**src/rtl/lookup_table.sv**
```systemverilog
`timescale 1ns/1ps
`default_nettype none
// Flip-flop lookup table, filled through a write port, read combinationally
module lookup_table #(
  parameter int WIDTH = 8,
  parameter int DEPTH = 256,
  parameter int AW = 8
) (
  // Clock
  input wire logic ref_clk,
  // Fill port
  input wire logic wr_en,
  input wire logic [AW-1:0] wr_addr,
  input wire logic [WIDTH-1:0] wr_data,
  // Lookup port
  input wire logic [AW-1:0] rd_addr,
  output logic [WIDTH-1:0] rd_data
);
  logic [WIDTH-1:0] mem [DEPTH];

  // Contents are loaded by software before use, so no reset is spent on them
  always_ff @(posedge ref_clk) begin
    if (wr_en) begin
      mem[wr_addr] <= wr_data;
    end
  end

  assign rd_data = mem[rd_addr];
endmodule // lookup_table
`default_nettype wire

```
**config.mk**
```make
export PLATFORM = sky130hd
export DESIGN_NAME = lookup_table
export DESIGN_NICKNAME = d
export VERILOG_FILES = /design/src/rtl/lookup_table.sv
export SDC_FILE = /design/constraint.sdc
export NUM_CORES = 2
export LEC_CHECK = 0
export BUFFER_PORTS_ARGS = -buffer_cell sky130_fd_sc_hd__buf_4
export CORE_MARGIN = 3
export CORE_UTILIZATION = 55
export DETAILED_ROUTE_END_ITERATION = 7
export HOLD_SLACK_MARGIN = 0.12
export PLACE_DENSITY = 0.8
export SLEW_MARGIN = 20
export SYNTH_ARGS = -nofsm -noshare
export SYNTH_HDL_FRONTEND = slang
export SYNTH_SLANG_ARGS = --single-unit
```
**constraint.sdc**
```tcl
create_clock -name ref_clk -period 3.6 [get_ports ref_clk]
set_input_delay 0.54 -clock ref_clk [delete_from_list [all_inputs] [get_ports ref_clk]]
set_output_delay 0.54 -clock ref_clk [all_outputs]
set_load 0.02 [all_outputs]
```
==> impl_results.md <==
* Most common library cells after synthesis: 2048 x edfxtp_1, 454 x mux4_2, 282 x nor2_1
* MaxCap Viol Count at 0
* CP max FO at 11
* Worst setup margin at -0.2260 ns
* Critical Path Stages at 13
* First-pass GRT wire length at 306400 microns
* Final wirelength at 214800 microns
* Clock transition at the registers of the reported paths at 0.06 ns
* Synth area leaders: edfxtp_1 77%, mux4_2 13%, mux2i_1 1.7%
* Clk sinks at 2048
* Cell breakdown of the critical path: buf_16 > buf_16 > buf_16 > buf_12 > mux2i_2 > o221ai_2 > o22ai_2 > nor3_2 > buf_4 > nor4_2 > buf_4 > nor4_4 > buf_6
* Max Fclk at 261.4 MHz
* Gr usage total at 28.81%
* CP Buf/Inv Count at 7
* Hold Worst Slack at 0.3312 ns
* Routed length on met1 at 69100 microns
* DIE HEIGHT at 385.9 microns
* VDD IR max at 804.4 uV
* Antenna violations before repair at 11
* CTS root buffer: clkbuf_16
* Initial DRC count at 7449
* Crit path launch type: primary input
* RSZ-0062 raised after global routing: true
* Final count of pins violating max slew at 0
* Post-synth EDFFs at 2048
* Htree depth at 4
* Final Instance Area at 92610 sq um
* Leak at 29.38 nW
* Starting density of the core at 55.74%
* Sequential fraction of the synthesis area at 77.46%
* CTS buffer count at 189
* Drt pass-1 iters at 7
* Critical Path RT at 3.06 ns
* Vias in the first global route at 43.77k
* Cell row count at 138
* Max-slew headroom at 33.14%
* CTS tree: yes
* TNS Setup at -1.168 ns
* Post-synthesis cell count at 3725
* I/O Buffers at 33
* Syn-to-layout area delta at 16.64%
* Detail Placement HPWL at 123400 microns
* Post-DRT Antenna Nets at 0
* DR WL/cell at 34.33 microns
* Worst Hold Launch: wr_data[1]
* Hold Vio Cnt, Final at 0
* End point of the worst hold path: mem[231][1]
* Most flops, register: mem
* Worst Tran Pin Value at 0.9992 ns
* Max incr delay on CP at 0.57 ns
* PD cells at 530.6 nW/um^2
* Biggest regs: mem: 2048 flops
* Dominant synthesized flop cell: edfxtp_1
* Slowest cell on the critical path: nor4_4
* Placed Cells at 5874
* Non-filler cells, final at 6255
* Met2 Wirelength at 103200 microns
* Yosys cell types at 54
* Via count at 43.31k
* Die Wd at 385.9 microns
* Failing checks: negative setup slack
* Most used cell, CP: buf_16
* Post-DP Area at 84920 sq um
* Final Setup Violations at 8
* Post-synth ARST share at 0%
* Vias/cell at 6.925
* Final #Nets at 4226
* DR top layer: met5
* Crit Path Class: primary input to output pin
* Synthesized area per cell at 21.31 sq um
* Crit end category: output pin
* Syn Nets at 3751
* Synth warn at 0
* Largest net degree at the start of global routing at 118
* Boundary Pins at 34
* HP Class: primary input to flop
* Synthesized flop and latch total at 2048
* Count leader, synth: edfxtp_1
* Hold Path Stages at 1
* Longest Clk Path Bufs at 3
* Final period util at 106.3%
* Die area at 149000 sq um
* Final GP Congestion at 0.8931
* Synth Cell Area at 79400 sq um
* Post-place setup slack at -0.6480 ns
* # DRC at 0
* Post-synth top area share at 77.46%
* Area of the core at 142400 sq um
* Status: complete, but fails checks
* Hold Buf Count CTS at 0
* Final min period at 3.826 ns
* Gr ovfl total at 0
* Largest area contributor in the netlist: edfxtp_1
* CP arrival at 3.29 ns
* Crit-path leading delay family: buffers and inverters
* Met3 routed WL at 30080 microns
* Share of post-route cells with drive strength above 1 at 31.96%
* Max reg flops at 2048
## cell type report
| cell class | instances | area, sq um |
|---|---|---|
| Sequential cell | 2048 | 61500 |
| Fill cell | 8356 | 49840 |
| Multi-Input combinational cell | 1442 | 17510 |
| Timing Repair Buffer | 517 | 5174 |
| Clock buffer | 231 | 4887 |
| Tap cell | 1890 | 2365 |
| Clock inverter | 118 | 1142 |
| Antenna cell | 7 | 17.52 |
| Inverter | 2 | 11.26 |
## layer usage
layer	up-vias	track usage [%]
met4	8	14.61
met2	3975	44.86
met5	-	0
met3	795	7.888
met1	21940	37.75
li1	16600	-
## worst max path at each step
stage                startpoint  slack (ns)    endpoint
floorplan            rd_addr[1]        0.39  rd_data[3]
global placement     rd_addr[0]       -1.02  rd_data[4]
detailed placement   rd_addr[0]       -0.65  rd_data[4]
CTS                 mem[135][2]       -0.21  rd_data[2]
global route         rd_addr[0]       -0.17  rd_data[0]
finish               rd_addr[0]       -0.23  rd_data[0]
## cells by family (layout without fill, tap and decap cells)
group                  Yosys count  in the layout  synth area share [%]
AO/OA/AOI/OAI                  385            385                 3.426
buffers and inverters          235            868                 1.834
flip-flops                    2048           2048                 77.46
multiplexers                   591            591                 14.65
other                            0              7                     0
AND/OR/NAND/NOR                466            466                 2.633
## report_power, final
| group | leakage [nW] | internal (mW) | switching (mW) |
|---|---|---|---|
| clock | 2.95 | 10.8 | 8.91 |
| sequential | 18.4 | 26.3 | 0.0153 |
| combinational | 8.03 | 1.24 | 1.88 |
## repair_timing
action,in CTS,in global routing
setup endpoints to repair,8,8
pin swaps,33,41
setup buffers,18,12
resized for setup,134,96
cloned,6,1
## stage by stage
step | power [mW] | util (%)
final | 49.13 | 65.01
after CTS | 48.96 | 64.58
after detailed placement | 29.51 | 59.61
after floorplan | 28.11 | -
after global routing | 50.11 | 65.00
after global placement | 29.43 | 59.61
## placed cells by master, fill, tap and decap left out, types with 7 or more instances in the layout
master and instances:
edfxtp_1 2048, mux4_2 454, buf_4 406, nor2_1 273
clkbuf_16 190, mux2i_1 131, a22oi_1 118, a21oi_1 81
buf_12 59, clkbuf_1 42, clkinv_2 40, clkinv_1 40
o221ai_1 35, nand3_1 33, nand2_1 30, o22ai_1 26
nor2b_1 24, buf_6 23, nor4_4 18, a22oi_2 15
bufinv_16 15, buf_16 13, a21oi_2 12, nor3_2 12
o221ai_2 11, a211oi_2 10, nand4_1 10, o211ai_1 10
clkbuf_8 8, diode_2 7, a221oi_2 7, nor3_1 7
inv_6 7
Power figures use the tool's default switching activity.
